## src/rtl/tccc_pkg.sv

```systemverilog
// Package for the timer channel capture/compare configuration block.
// Holds register offsets, field positions, mode codes and filter timing.
// Assumes a 100 MHz timer clock and byte addresses on the register bus.
package tccc_pkg;

   localparam int TCCC_NCH = 4;
   localparam int TCCC_CNT_W = 16;

   // Register byte offsets.
   localparam logic [7:0] TCCC_ADDR_CTL0 = 8'h18;
   localparam logic [7:0] TCCC_ADDR_CTL1 = 8'h1C;
   localparam logic [7:0] TCCC_ADDR_PE = 8'h20;
   localparam logic [7:0] TCCC_ADDR_CV0 = 8'h34;
   localparam logic [7:0] TCCC_ADDR_CV1 = 8'h38;
   localparam logic [7:0] TCCC_ADDR_CV2 = 8'h3C;
   localparam logic [7:0] TCCC_ADDR_CV3 = 8'h40;

   // Reset values.
   localparam logic [7:0] TCCC_CTL_RST = 8'h00;
   localparam logic [3:0] TCCC_PE_RST = 4'h0;
   localparam logic [15:0] TCCC_CV_RST = 16'h0000;

   // Per-channel control byte fields.
   localparam int TCCC_F_MS = 0;
   localparam int TCCC_F_PSC = 2;
   localparam int TCCC_F_SEN = 3;
   localparam int TCCC_F_CTL = 4;
   localparam int TCCC_F_FLT = 4;
   localparam int TCCC_F_CEN = 7;

   // Per-channel polarity/enable nibble fields; bit 2 is reserved.
   localparam int TCCC_P_EN = 0;
   localparam int TCCC_P_P = 1;
   localparam int TCCC_P_NP = 3;
   localparam logic [3:0] TCCC_PE_MASK = 4'hB;

   // Mode selection codes.
   localparam logic [1:0] TCCC_MS_OUT = 2'h0;
   localparam logic [1:0] TCCC_MS_OWN = 2'h1;
   localparam logic [1:0] TCCC_MS_NBR = 2'h2;
   localparam logic [1:0] TCCC_MS_ITS = 2'h3;

   // Compare output control codes.
   localparam logic [2:0] TCCC_OC_TIMING = 3'h0;
   localparam logic [2:0] TCCC_OC_SET = 3'h1;
   localparam logic [2:0] TCCC_OC_CLR = 3'h2;
   localparam logic [2:0] TCCC_OC_TOG = 3'h3;
   localparam logic [2:0] TCCC_OC_LOW = 3'h4;
   localparam logic [2:0] TCCC_OC_HIGH = 3'h5;
   localparam logic [2:0] TCCC_OC_PWM0 = 3'h6;
   localparam logic [2:0] TCCC_OC_PWM1 = 3'h7;

   // Input edge polarity codes, {comp_polarity, polarity}.
   localparam logic [1:0] TCCC_POL_FALL = 2'h1;
   localparam logic [1:0] TCCC_POL_BOTH = 2'h3;

   // Trigger source codes up to this value are internal triggers.
   localparam logic [2:0] TCCC_TRG_INT_MAX = 3'h3;

   // Dead-time clock divider, kept as log2 of the division.
   localparam int TCCC_DIV_W = 5;

endpackage : tccc_pkg
```

## src/rtl/tccc_channels.sv

```systemverilog
// Capture/compare configuration and channel logic for four timer channels.
// Assumes the counter, update event, trigger and protection sources live
// outside and share mclk; channel pins and the external trigger are async.
// Functional notes
// - Channel 2 mode: 00 output, 01 own, 10 channel 3, 11 internal trigger.
// - Mode field writes only accepted while the channel enable is clear.
// - Internal trigger input works only when an internal trigger source is chosen.
// - Channel 3 mode: 01 own input, 10 channel 2 input.
// - Clear enable with external trigger high clears the output reference.
// - Timing mode holds the output reference unchanged.
// - On match: 001 sets, 010 clears, 011 toggles the reference.
// - Code 100 forces reference low, 101 forces it high.
// - PWM 0: active below compare counting up, inactive above counting down.
// - PWM 1: inverse of PWM 0 in both counting directions.
// - PWM level changes only leaving timing mode or on compare result change.
// - Shadow enable uses a compare copy loaded at each update event.
// - Filter codes pick sample clock divider and sample count per table.
// - Capture prescaler captures every 1, 2, 4 or 8 edges.
// - Clearing the channel enable resets its prescaler edge count.
// - Polarity/enable register takes half-word and word accesses.
// - Output mode polarity 0 is active high, 1 active low.
// - Input polarity pair: 00 rising, 01 falling inverted, 11 both edges.
// - Polarity bits ignore writes while protection level is 10 or 11.
// - Enable activates output pin or capture events; clear disables channel.
//
// Added by the designer: the Avalon-MM interface to the registers.
`timescale 1ns/1ps
`default_nettype none

module tccc_channels
   import tccc_pkg::*;
(
   input wire logic mclk,
   input wire logic rst,
   input wire logic [7:0] avs_address,
   input wire logic avs_read,
   input wire logic avs_write,
   input wire logic [31:0] avs_writedata,
   input wire logic [3:0] avs_byteenable,
   output logic [31:0] avs_readdata,
   output logic avs_waitrequest,
   input wire logic [15:0] counter_value,
   input wire logic count_down,
   input wire logic update_event,
   input wire logic ext_trigger_filtered,
   input wire logic internal_trigger_input,
   input wire logic [2:0] trigger_source_sel,
   input wire logic [1:0] protect_level,
   input wire logic [3:0] ch_in,
   output logic [3:0] ch_out_reference,
   output logic [3:0] ch_out_pin,
   output logic [3:0] capture_event
);

   // Sample count needed before a new input level is accepted.
   function automatic logic [3:0] flt_times(input logic [3:0] code);
      case (code)
         4'h1: flt_times = 4'h2;
         4'h2: flt_times = 4'h4;
         4'h4, 4'h6, 4'h8, 4'hB, 4'hE: flt_times = 4'h6;
         4'hA, 4'hD: flt_times = 4'h5;
         default: flt_times = 4'h8;
      endcase
   endfunction : flt_times

   // Log2 of the dead-time clock division used for sampling.
   function automatic logic [2:0] flt_shift(input logic [3:0] code);
      case (code)
         4'h4, 4'h5: flt_shift = 3'h1;
         4'h6, 4'h7: flt_shift = 3'h2;
         4'h8, 4'h9: flt_shift = 3'h3;
         4'hA, 4'hB, 4'hC: flt_shift = 3'h4;
         4'hD, 4'hE, 4'hF: flt_shift = 3'h5;
         default: flt_shift = 3'h0;
      endcase
   endfunction : flt_shift

   // Address decode of the four compare value registers.
   function automatic logic cv_hit(input logic [7:0] addr, input int k);
      cv_hit = (addr == TCCC_ADDR_CV0 + 8'(4 * k));
   endfunction : cv_hit

   logic ack;
   logic wr_go;
   logic be_full;
   logic be_half_lo;
   logic be_half_hi;
   logic [31:0] next_readdata;
   logic [7:0] ctl_byte [TCCC_NCH];
   logic [3:0] pe_nib [TCCC_NCH];
   logic [15:0] cv [TCCC_NCH];
   logic [15:0] cmp_act [TCCC_NCH];
   logic [3:0] in_s1;
   logic [3:0] in_s2;
   logic etr_s1;
   logic etr_s2;
   logic [TCCC_DIV_W-1:0] div_cnt;
   logic [3:0] flt_cnt [TCCC_NCH];
   logic [3:0] flt_lvl;
   logic [3:0] sel_q;
   logic [2:0] psc_cnt [TCCC_NCH];
   logic [3:0] pwm_q;
   logic [2:0] mode_q [TCCC_NCH];
   logic its_ok;
   logic [3:0] sel_lvl;
   logic [3:0] cap_edge;
   logic [3:0] pwm_lvl;
   logic [3:0] match;
   logic [15:0] cmp_eff [TCCC_NCH];

   // The bus answers every request after exactly one wait cycle.
   assign avs_waitrequest = (avs_read | avs_write) & ~ack;
   assign wr_go = avs_write & ack;
   assign be_full = (avs_byteenable == 4'hF);
   assign be_half_lo = (avs_byteenable == 4'h3);
   assign be_half_hi = (avs_byteenable == 4'hC);

   always_ff @(posedge mclk) begin
      if (rst) begin
         ack <= 1'b0;
      end else begin
         ack <= (avs_read | avs_write) & ~ack;
      end
   end

   always_comb begin
      next_readdata = 32'h0000_0000;
      if (avs_address == TCCC_ADDR_CTL0) begin
         next_readdata = {16'h0, ctl_byte[1], ctl_byte[0]};
      end else if (avs_address == TCCC_ADDR_CTL1) begin
         next_readdata = {16'h0, ctl_byte[3], ctl_byte[2]};
      end else if (avs_address == TCCC_ADDR_PE) begin
         next_readdata = {16'h0, pe_nib[3], pe_nib[2], pe_nib[1], pe_nib[0]};
      end
      for (int k = 0; k < TCCC_NCH; k++) begin
         if (cv_hit(avs_address, k)) begin
            next_readdata = {16'h0, cv[k]};
         end
      end
   end

   // Read data is captured in the wait cycle so it stands when waitrequest drops.
   always_ff @(posedge mclk) begin
      if (rst) begin
         avs_readdata <= 32'h0000_0000;
      end else if (avs_read && !ack) begin
         avs_readdata <= next_readdata;
      end
   end

   // Control bytes; the channel control registers take word access only.
   always_ff @(posedge mclk) begin
      if (rst) begin
         for (int k = 0; k < TCCC_NCH; k++) begin
            ctl_byte[k] <= TCCC_CTL_RST;
         end
      end else if (wr_go && be_full) begin
         for (int k = 0; k < TCCC_NCH; k++) begin
            if ((k < 2 && avs_address == TCCC_ADDR_CTL0) || (k >= 2 && avs_address == TCCC_ADDR_CTL1)) begin
               ctl_byte[k][7:2] <= avs_writedata[8 * (k % 2) + 2 +: 6];
               if (!pe_nib[k][TCCC_P_EN]) begin
                  ctl_byte[k][TCCC_F_MS +: 2] <= avs_writedata[8 * (k % 2) +: 2];
               end
            end
         end
      end
   end

   // Polarity and enable nibbles.
   always_ff @(posedge mclk) begin
      if (rst) begin
         for (int k = 0; k < TCCC_NCH; k++) begin
            pe_nib[k] <= TCCC_PE_RST;
         end
      end else if (wr_go && avs_address == TCCC_ADDR_PE && (be_full || be_half_lo || be_half_hi)) begin
         for (int k = 0; k < TCCC_NCH; k++) begin
            if (avs_byteenable[k / 2]) begin
               pe_nib[k][TCCC_P_EN] <= avs_writedata[4 * k + TCCC_P_EN];
               if (!protect_level[1]) begin
                  pe_nib[k][TCCC_P_P] <= avs_writedata[4 * k + TCCC_P_P];
                  pe_nib[k][TCCC_P_NP] <= avs_writedata[4 * k + TCCC_P_NP];
               end
            end
         end
      end
   end

   // Pin and external trigger synchronisers.
   always_ff @(posedge mclk) begin
      if (rst) begin
         in_s1 <= 4'h0;
         in_s2 <= 4'h0;
         etr_s1 <= 1'b0;
         etr_s2 <= 1'b0;
      end else begin
         in_s1 <= ch_in;
         in_s2 <= in_s1;
         etr_s1 <= ext_trigger_filtered;
         etr_s2 <= etr_s1;
      end
   end

   // The dead-time clock equals the timer clock here; divisions come from one counter.
   always_ff @(posedge mclk) begin
      if (rst) begin
         div_cnt <= '0;
      end else begin
         div_cnt <= div_cnt + 1'b1;
      end
   end

   // Digital input filters.
   always_ff @(posedge mclk) begin
      if (rst) begin
         flt_lvl <= 4'h0;
         for (int k = 0; k < TCCC_NCH; k++) begin
            flt_cnt[k] <= 4'h0;
         end
      end else begin
         for (int k = 0; k < TCCC_NCH; k++) begin
            logic [3:0] code;
            logic [TCCC_DIV_W-1:0] mask;
            code = ctl_byte[k][TCCC_F_FLT +: 4];
            mask = TCCC_DIV_W'((1 << flt_shift(code)) - 1);
            if (code == 4'h0) begin
               flt_lvl[k] <= in_s2[k];
               flt_cnt[k] <= 4'h0;
            end else if ((div_cnt & mask) == '0) begin
               if (in_s2[k] == flt_lvl[k]) begin
                  flt_cnt[k] <= 4'h0;
               end else if (flt_cnt[k] + 4'h1 >= flt_times(code)) begin
                  flt_lvl[k] <= in_s2[k];
                  flt_cnt[k] <= 4'h0;
               end else begin
                  flt_cnt[k] <= flt_cnt[k] + 4'h1;
               end
            end
         end
      end
   end

   assign its_ok = (trigger_source_sel <= TCCC_TRG_INT_MAX);

   always_comb begin
      for (int k = 0; k < TCCC_NCH; k++) begin
         logic [1:0] pol;
         logic raw;
         raw = 1'b0;
         pol = {pe_nib[k][TCCC_P_NP], pe_nib[k][TCCC_P_P]};
         case (ctl_byte[k][TCCC_F_MS +: 2])
            TCCC_MS_OWN: raw = flt_lvl[k];
            // neighbour pairing, pairs 0-1 and 2-3
            TCCC_MS_NBR: raw = flt_lvl[k ^ 1];
            TCCC_MS_ITS: raw = its_ok & internal_trigger_input;
            default: raw = 1'b0;
         endcase
         sel_lvl[k] = (pol == TCCC_POL_FALL) ? ~raw : raw;
         cap_edge[k] = (pol == TCCC_POL_BOTH) ? (sel_lvl[k] ^ sel_q[k]) : (sel_lvl[k] & ~sel_q[k]);
      end
   end

   always_ff @(posedge mclk) begin
      if (rst) begin
         sel_q <= 4'h0;
      end else begin
         sel_q <= sel_lvl;
      end
   end

   // Capture prescaler, capture pulses and compare value registers.
   always_ff @(posedge mclk) begin
      if (rst) begin
         capture_event <= 4'h0;
         for (int k = 0; k < TCCC_NCH; k++) begin
            psc_cnt[k] <= 3'h0;
            cv[k] <= TCCC_CV_RST;
         end
      end else begin
         for (int k = 0; k < TCCC_NCH; k++) begin
            logic [2:0] limit;
            logic in_mode;
            limit = 3'((1 << ctl_byte[k][TCCC_F_PSC +: 2]) - 1);
            in_mode = (ctl_byte[k][TCCC_F_MS +: 2] != TCCC_MS_OUT);
            capture_event[k] <= 1'b0;
            if (!pe_nib[k][TCCC_P_EN]) begin
               psc_cnt[k] <= 3'h0;
            // capture only when enabled, edge division
            end else if (in_mode && cap_edge[k]) begin
               if (psc_cnt[k] >= limit) begin
                  psc_cnt[k] <= 3'h0;
                  capture_event[k] <= 1'b1;
                  cv[k] <= counter_value;
               end else begin
                  psc_cnt[k] <= psc_cnt[k] + 3'h1;
               end
            end
            // Compare values are read-only while the channel is an input.
            if (wr_go && be_full && !in_mode && cv_hit(avs_address, k)) begin
               cv[k] <= avs_writedata[15:0];
            end
         end
      end
   end

   always_ff @(posedge mclk) begin
      if (rst) begin
         for (int k = 0; k < TCCC_NCH; k++) begin
            cmp_act[k] <= TCCC_CV_RST;
         end
      end else if (update_event) begin
         for (int k = 0; k < TCCC_NCH; k++) begin
            cmp_act[k] <= cv[k];
         end
      end
   end

   always_comb begin
      for (int k = 0; k < TCCC_NCH; k++) begin
         cmp_eff[k] = ctl_byte[k][TCCC_F_SEN] ? cmp_act[k] : cv[k];
         match[k] = (counter_value == cmp_eff[k]);
         pwm_lvl[k] = count_down ? !(counter_value > cmp_eff[k]) : (counter_value < cmp_eff[k]);
         pwm_lvl[k] = pwm_lvl[k] ^ (ctl_byte[k][TCCC_F_CTL +: 3] == TCCC_OC_PWM1);
      end
   end

   // Output reference generation.
   always_ff @(posedge mclk) begin
      if (rst) begin
         ch_out_reference <= 4'h0;
         pwm_q <= 4'h0;
         for (int k = 0; k < TCCC_NCH; k++) begin
            mode_q[k] <= TCCC_OC_TIMING;
         end
      end else begin
         for (int k = 0; k < TCCC_NCH; k++) begin
            logic [2:0] oc;
            oc = ctl_byte[k][TCCC_F_CTL +: 3];
            mode_q[k] <= oc;
            pwm_q[k] <= pwm_lvl[k];
            if (ctl_byte[k][TCCC_F_CEN] && etr_s2) begin
               ch_out_reference[k] <= 1'b0;
            end else begin
               case (oc)
                  TCCC_OC_SET: ch_out_reference[k] <= ch_out_reference[k] | match[k];
                  TCCC_OC_CLR: ch_out_reference[k] <= ch_out_reference[k] & ~match[k];
                  TCCC_OC_TOG: ch_out_reference[k] <= ch_out_reference[k] ^ match[k];
                  TCCC_OC_LOW: ch_out_reference[k] <= 1'b0;
                  TCCC_OC_HIGH: ch_out_reference[k] <= 1'b1;
                  TCCC_OC_PWM0, TCCC_OC_PWM1: ch_out_reference[k] <=
                     (mode_q[k] == TCCC_OC_TIMING || pwm_lvl[k] != pwm_q[k]) ? pwm_lvl[k] : ch_out_reference[k];
                  default: ch_out_reference[k] <= ch_out_reference[k];
               endcase
            end
         end
      end
   end

   // Pins idle low when disabled or in input mode.
   always_ff @(posedge mclk) begin
      if (rst) begin
         ch_out_pin <= 4'h0;
      end else begin
         for (int k = 0; k < TCCC_NCH; k++) begin
            ch_out_pin[k] <= (pe_nib[k][TCCC_P_EN] && ctl_byte[k][TCCC_F_MS +: 2] == TCCC_MS_OUT) ?
               ch_out_reference[k] ^ pe_nib[k][TCCC_P_P] : 1'b0;
         end
      end
   end

endmodule : tccc_channels

`default_nettype wire

```

## config.mk

```make
export PLATFORM = sky130hd
export DESIGN_NAME = tccc_channels
export DESIGN_NICKNAME = d
export VERILOG_FILES = /design/src/rtl/tccc_pkg.sv /design/src/rtl/tccc_channels.sv
export SDC_FILE = /design/constraint.sdc
export NUM_CORES = 1
export LEC_CHECK = 0
export ABC_AREA = 1
export BUFFER_PORTS_ARGS = -buffer_cell sky130_fd_sc_hd__buf_2
export CORE_UTILIZATION = 61
export DETAILED_ROUTE_END_ITERATION = 10
export GPL_TIMING_DRIVEN = 0
export HOLD_SLACK_MARGIN = 0.05
export PLACE_DENSITY = 0.79
export SLEW_MARGIN = 20
export SYNTH_ARGS = -nofsm -noshare
export SYNTH_HDL_FRONTEND = slang
export SYNTH_SLANG_ARGS = --single-unit
```

## constraint.sdc

```tcl
create_clock -name mclk -period 3.8 [get_ports mclk]
set_input_delay 0.57 -clock mclk [delete_from_list [all_inputs] [get_ports mclk]]
set_output_delay 0.57 -clock mclk [all_outputs]
set_load 0.005 [all_outputs]
```

# After elaboration in Yosys (flattened, before gate mapping)
# Memory sizes are Yosys's and may differ from the RTL's.
# Cells that the tools add are included.
# totals
ff_bits	72
ram_bits	212
romBits	448
out_inout_bits	45
memories	15
# mem_list
memory	words	word_bits	rd	rd_clocked_by_memory_dff	write_ports	line_no	source
(name not given)	16	4	1	0	0	tccc_channels.sv:57	case (code)
(name not given)	16	4	1	0	0	tccc_channels.sv:57	
(name not given)	16	4	1	0	0	tccc_channels.sv:57	
(name not given)	16	4	1	0	0	tccc_channels.sv:57	
cmp_act	4	16	4	0	4	tccc_channels.sv:92	logic [15:0] cmp_act [TCCC_NCH];
cv	4	16	4	0	4	tccc_channels.sv:91	logic [15:0] cv [TCCC_NCH];
9 more memories	n/a	n/a	n/a	n/a	n/a	n/a	
# op_classes
add_sub_neg	17
n_lt_le_gt_ge	17
eq_ne	78
n_shift	8
muxes	326
n_bitwise	117
n_reduce_logical	91
# ops
cell	count
16-bit two-way mux	17
1-bit two-way mux	235
32-bit two-way mux	6
4-bit two-way mux	32
1-bit OR	69
16-bit == test	4
16-bit > comparator	4
16-bit < comparator	4
3-bit two-way mux	20
3-bit == test, second input constant	16
8-bit by 6-bit == test with 1-bit output, second input constant	4
2-bit == test, second input constant	12
3-bit by 2-bit == test with 1-bit output, second input constant	8
1-bit logical AND	24
6-bit two-way mux	4
1-bit case mux with 6 select lines	4
2-bit nonzero test	12
6-bit nonzero test	4
2-bit OR reduction	12
5-bit AND	4
5-bit zero test	4
1-bit by 3-bit left shift with 5-bit output, first input constant	4
5-bit by 2-bit subtractor with 5-bit output, second input constant	4
1-bit NOT	17
28 further kinds	130

# Logic depth before layout (Yosys ltp)
# An unclocked memory read counts as a cell.
# depth
depth_word	19
depth_mapped	21
ltp_nobuf	20

# Worst setup path before layout
# OpenSTA, ideal clock, no wires.
# synth_path
kind	input port to flip-flop
from	input internal_trigger_input
to	memory cv[1][0] (enable)
setup_ps	375
t_arrival_ps	2640
required_time_ps	3425
setup_slack_ps	785
stages	12
path_cell_list	inv_1 -> nor2_1 -> nand3_1 -> o311ai_0 -> xnor2_1 -> inv_1 -> ha_1 -> a31o_2 -> nor3_1 -> nand2_1 -> clkbuf_1 -> nand3_1
# synth_lines
element	line_no	source
start: declaration	tccc_channels.sv:46	input wire logic internal_trigger_input,
end: declaration	tccc_channels.sv:91	

==> impl_results.md <==
* Number of flops mapped to enable cells by yosys at 200
* CP arrival at 4040 ps
* Critical setup path kind: reg2reg
* Register area at 0.007367 mm^2
* Hold WC Path Type: in2reg
* DP Area at 0.01705 mm^2
* Fin crit period at 3582 ps
* ANT cells at 0
* Largest net degree at the start of global routing at 46
* Share of layout cells above drive strength 1 at 9.890%
* Final Instance Area at 0.01795 mm^2
* Die height at 164.5 um
* Final hold vios at 0
* Inserted Clock Buffers at 29
* Layout Skew at 16.73 ps
* Final worst setup slack at 217.8 ps
* Peak supply drop at 379.7 uV
* Unrepaired setup endpoints after global routing: no
* Max-Cap Viols at 0
* Fmax at 0.2792 GHz
* Iteration count of the initial detailed-routing pass at 6
* Syn. warnings at 0
* First-pass GRT wire length at 77.38 mm
* Die area at 0.02705 mm^2
* Hold_buf cts at 0
* Crit-path max FO at 10
* CTS tree: done
* Data required time of the critical path at 4260 ps
* Worst Max-Slew Pin Slew at 872.9 ps
* Synth unique cells at 52
* I/O Buffers at 85
* Mapped Area at 0.01610 mm^2
* Die width at 164.5 um
* Placement Rows at 59
* Lkg Pwr at 8.349 nW
* Post-Synthesis Cells at 1938
* Crit. End Element: flip-flop
* Register area share after synthesis at 45.76%
* Insertion delay to the later sink of the worst-skew pair at 570 ps
* Setup TNS Final at 0 ps
* Total number of vias at 14500
* Gr usage total at 39.17%
* Final instance count without filler cells at 2428
* Total Nets Final at 2286
* Area growth, synth to finish at 11.50%
* Total grt overflow at 0
* Avg Vias per Cell at 5.974
* Max Root-Sink Buffers at 3
* Worst slack, placed at -249.6 ps
* Mean Syn Cell Area at 8.308 um^2
* Clock root buffer: clkbuf_16
* Tightest hold margin at 215.1 ps
* Vias in the first global route at 13440
* Commonest register cell after synthesis: edfxtp_1
* Period utilisation layout at 94.27%
* # setup viols final at 0
* Status: finished clean
* Routed wire per std cell at 21.60 um
* Post-DP HPWL at 40.07 mm
* Sink Count at 268
* Routability cong. at 1.032
* Max-slew headroom at 41.64%
* Crit start category: flip-flop
* Fill cell count at 2169
* DRT Wirelength at 52.44 mm
* DR DRC count at 0
* Power Density at 395.5 mW/mm^2
* Post-route ant nets at 0
* Fraction of synthesis flops using an asynchronous set or reset pin at 0%
* # H-tree levels at 1
* Initial antenna violation count at 0
* Multi-input gate area at 0.007317 mm^2
* Number of synthesized register bits at 268
* Worst-path clk slew at 60 ps
* IO Count at 122
* Initial Util at 61.96%
* Reg2reg setup slack at 220 ps
* Core area at 0.02598 mm^2
* Placed cells at 2375
* DR iter-0 viols at 1884
* Slew Limit Fails at 0
[worst paths after layout]
path	to	depth (start not counted)	startpoint
worst max register to register	ch_out_reference[2]	18	ctl_byte[2][3]
worst min-delay path	in_s1[2]	3	ch_in[2]
worst min register to register	in_s2[1]	2	in_s1[1]
worst max-delay path	ch_out_reference[2]	18	ctl_byte[2][3]
[area by class of cell]
class,count,area share [%]
plain buffers,70,1.958
clock buffers,44,4.753
clock inverters,9,0.2370
inverters,303,6.335
multi-input cells,1312,40.76
flip-flops and latches,268,41.04
well taps,335,2.335
repair buffers,87,2.586
[where the power goes]
group,leakage [nW],internal (mW),switching [mW]
clock network,0.438,1.54,1.20
registers,2.71,3.29,0.107
logic,5.21,0.313,0.651
total,8.35,5.14,1.96
[cells in the final DEF, fill, tap and decap left out, drive strengths merged, types with 15 or more instances in the layout]
cell type  count
o22ai         32
inv          300
nand4         15
a21oi        128
nor2         254
dfxtp         68
edfxtp       200
nor3          34
nand2        342
o2111ai       15
clkbuf        79
conb          16
ha           138
nand3         83
xnor2         22
o21ai        179
buf          122
[what timing repair did]
| item | in CTS | in global routing |
|---|---|---|
| resized for setup | 0 | 6 |
| endpoints found under the setup margin | 0 | 34 |
| setup buffers | 0 | 0 |
[cell families (layout without fill, tap and decap cells)]
group / count (synthesis) / count (layout) / synth area share (%)
AND/OR/NAND/NOR: 745 / 745 / 19.58
AO/OA/AOI/OAI: 387 / 387 / 13.27
buffers and inverters: 373 / 513 / 9.232
flip-flops: 268 / 268 / 45.76
adder cells (fa/ha/maj): 138 / 138 / 10.72
XOR/XNOR: 26 / 26 / 1.414
other: 1 / 16 / 0.02329
[stage by stage]
stage               total power, mW  utilization [%]
global placement              4.340            65.43
global route                  7.312            69.09
CTS                           7.046            69.05
detailed placement            4.388            65.60
floorplan                     4.024                -
finish                        7.100            69.09
[worst max-delay path, stage by stage (launching register included)]
cell and delay (ps):
edfxtp_1 510, inv_1 320, clkbuf_1 410, o21ai_0 160, ha_1 320, nand2_1 60
nor2_1 140, nand4_1 180, nor2_2 370, inv_1 130, ha_1 210, inv_1 50
o21ai_0 80, a311oi_1 220, nand2_1 80, nand2_1 60, nand3_1 60, nand2_1 60
nor2_1 40
[registers in the layout (all words and copies together), names as in the netlist]
register and cells:
capture_event 4, flt_lvl 4, cv 64, cmp_act 64, sel_q 4, ch_out_reference 4
ch_out_pin 4, pwm_q 4, pe_nib 12, etr_s2 1, mode_q 12, flt_cnt 16
div_cnt 5, in_s2 4, etr_s1 1, avs_readdata 16, ack 1, in_s1 4
ctl_byte 32, psc_cnt 12
[metal layers]
metal,wire [um],share of wire (%),GRT usage [%],vias up
li1,-,-,-,6718
met3,6112,12,6.680,195
met5,0,0,0,-
met4,3121,6.0,20.27,0
met1,20650,39,53.69,6734
met2,22560,43,59.67,857
[cells in the mapped netlist, drive strengths merged, types with 15 or more instances]
cell type	n	area share [%]
inv	300	7.0
nand4	15	0.62
edfxtp	200	37
nor2	254	6.2
nor3	34	1.3
o22ai	32	1.2
nand3	83	2.6
o2111ai	15	0.92
clkbuf	35	0.82
ha	138	11
xnor2	22	1.2
o21ai	179	5.6
dfxtp	68	8.5
nand2	342	8.0
a21oi	128	4.0
buf	35	1.4
Note: power is estimated with default switching activity, not from simulation.
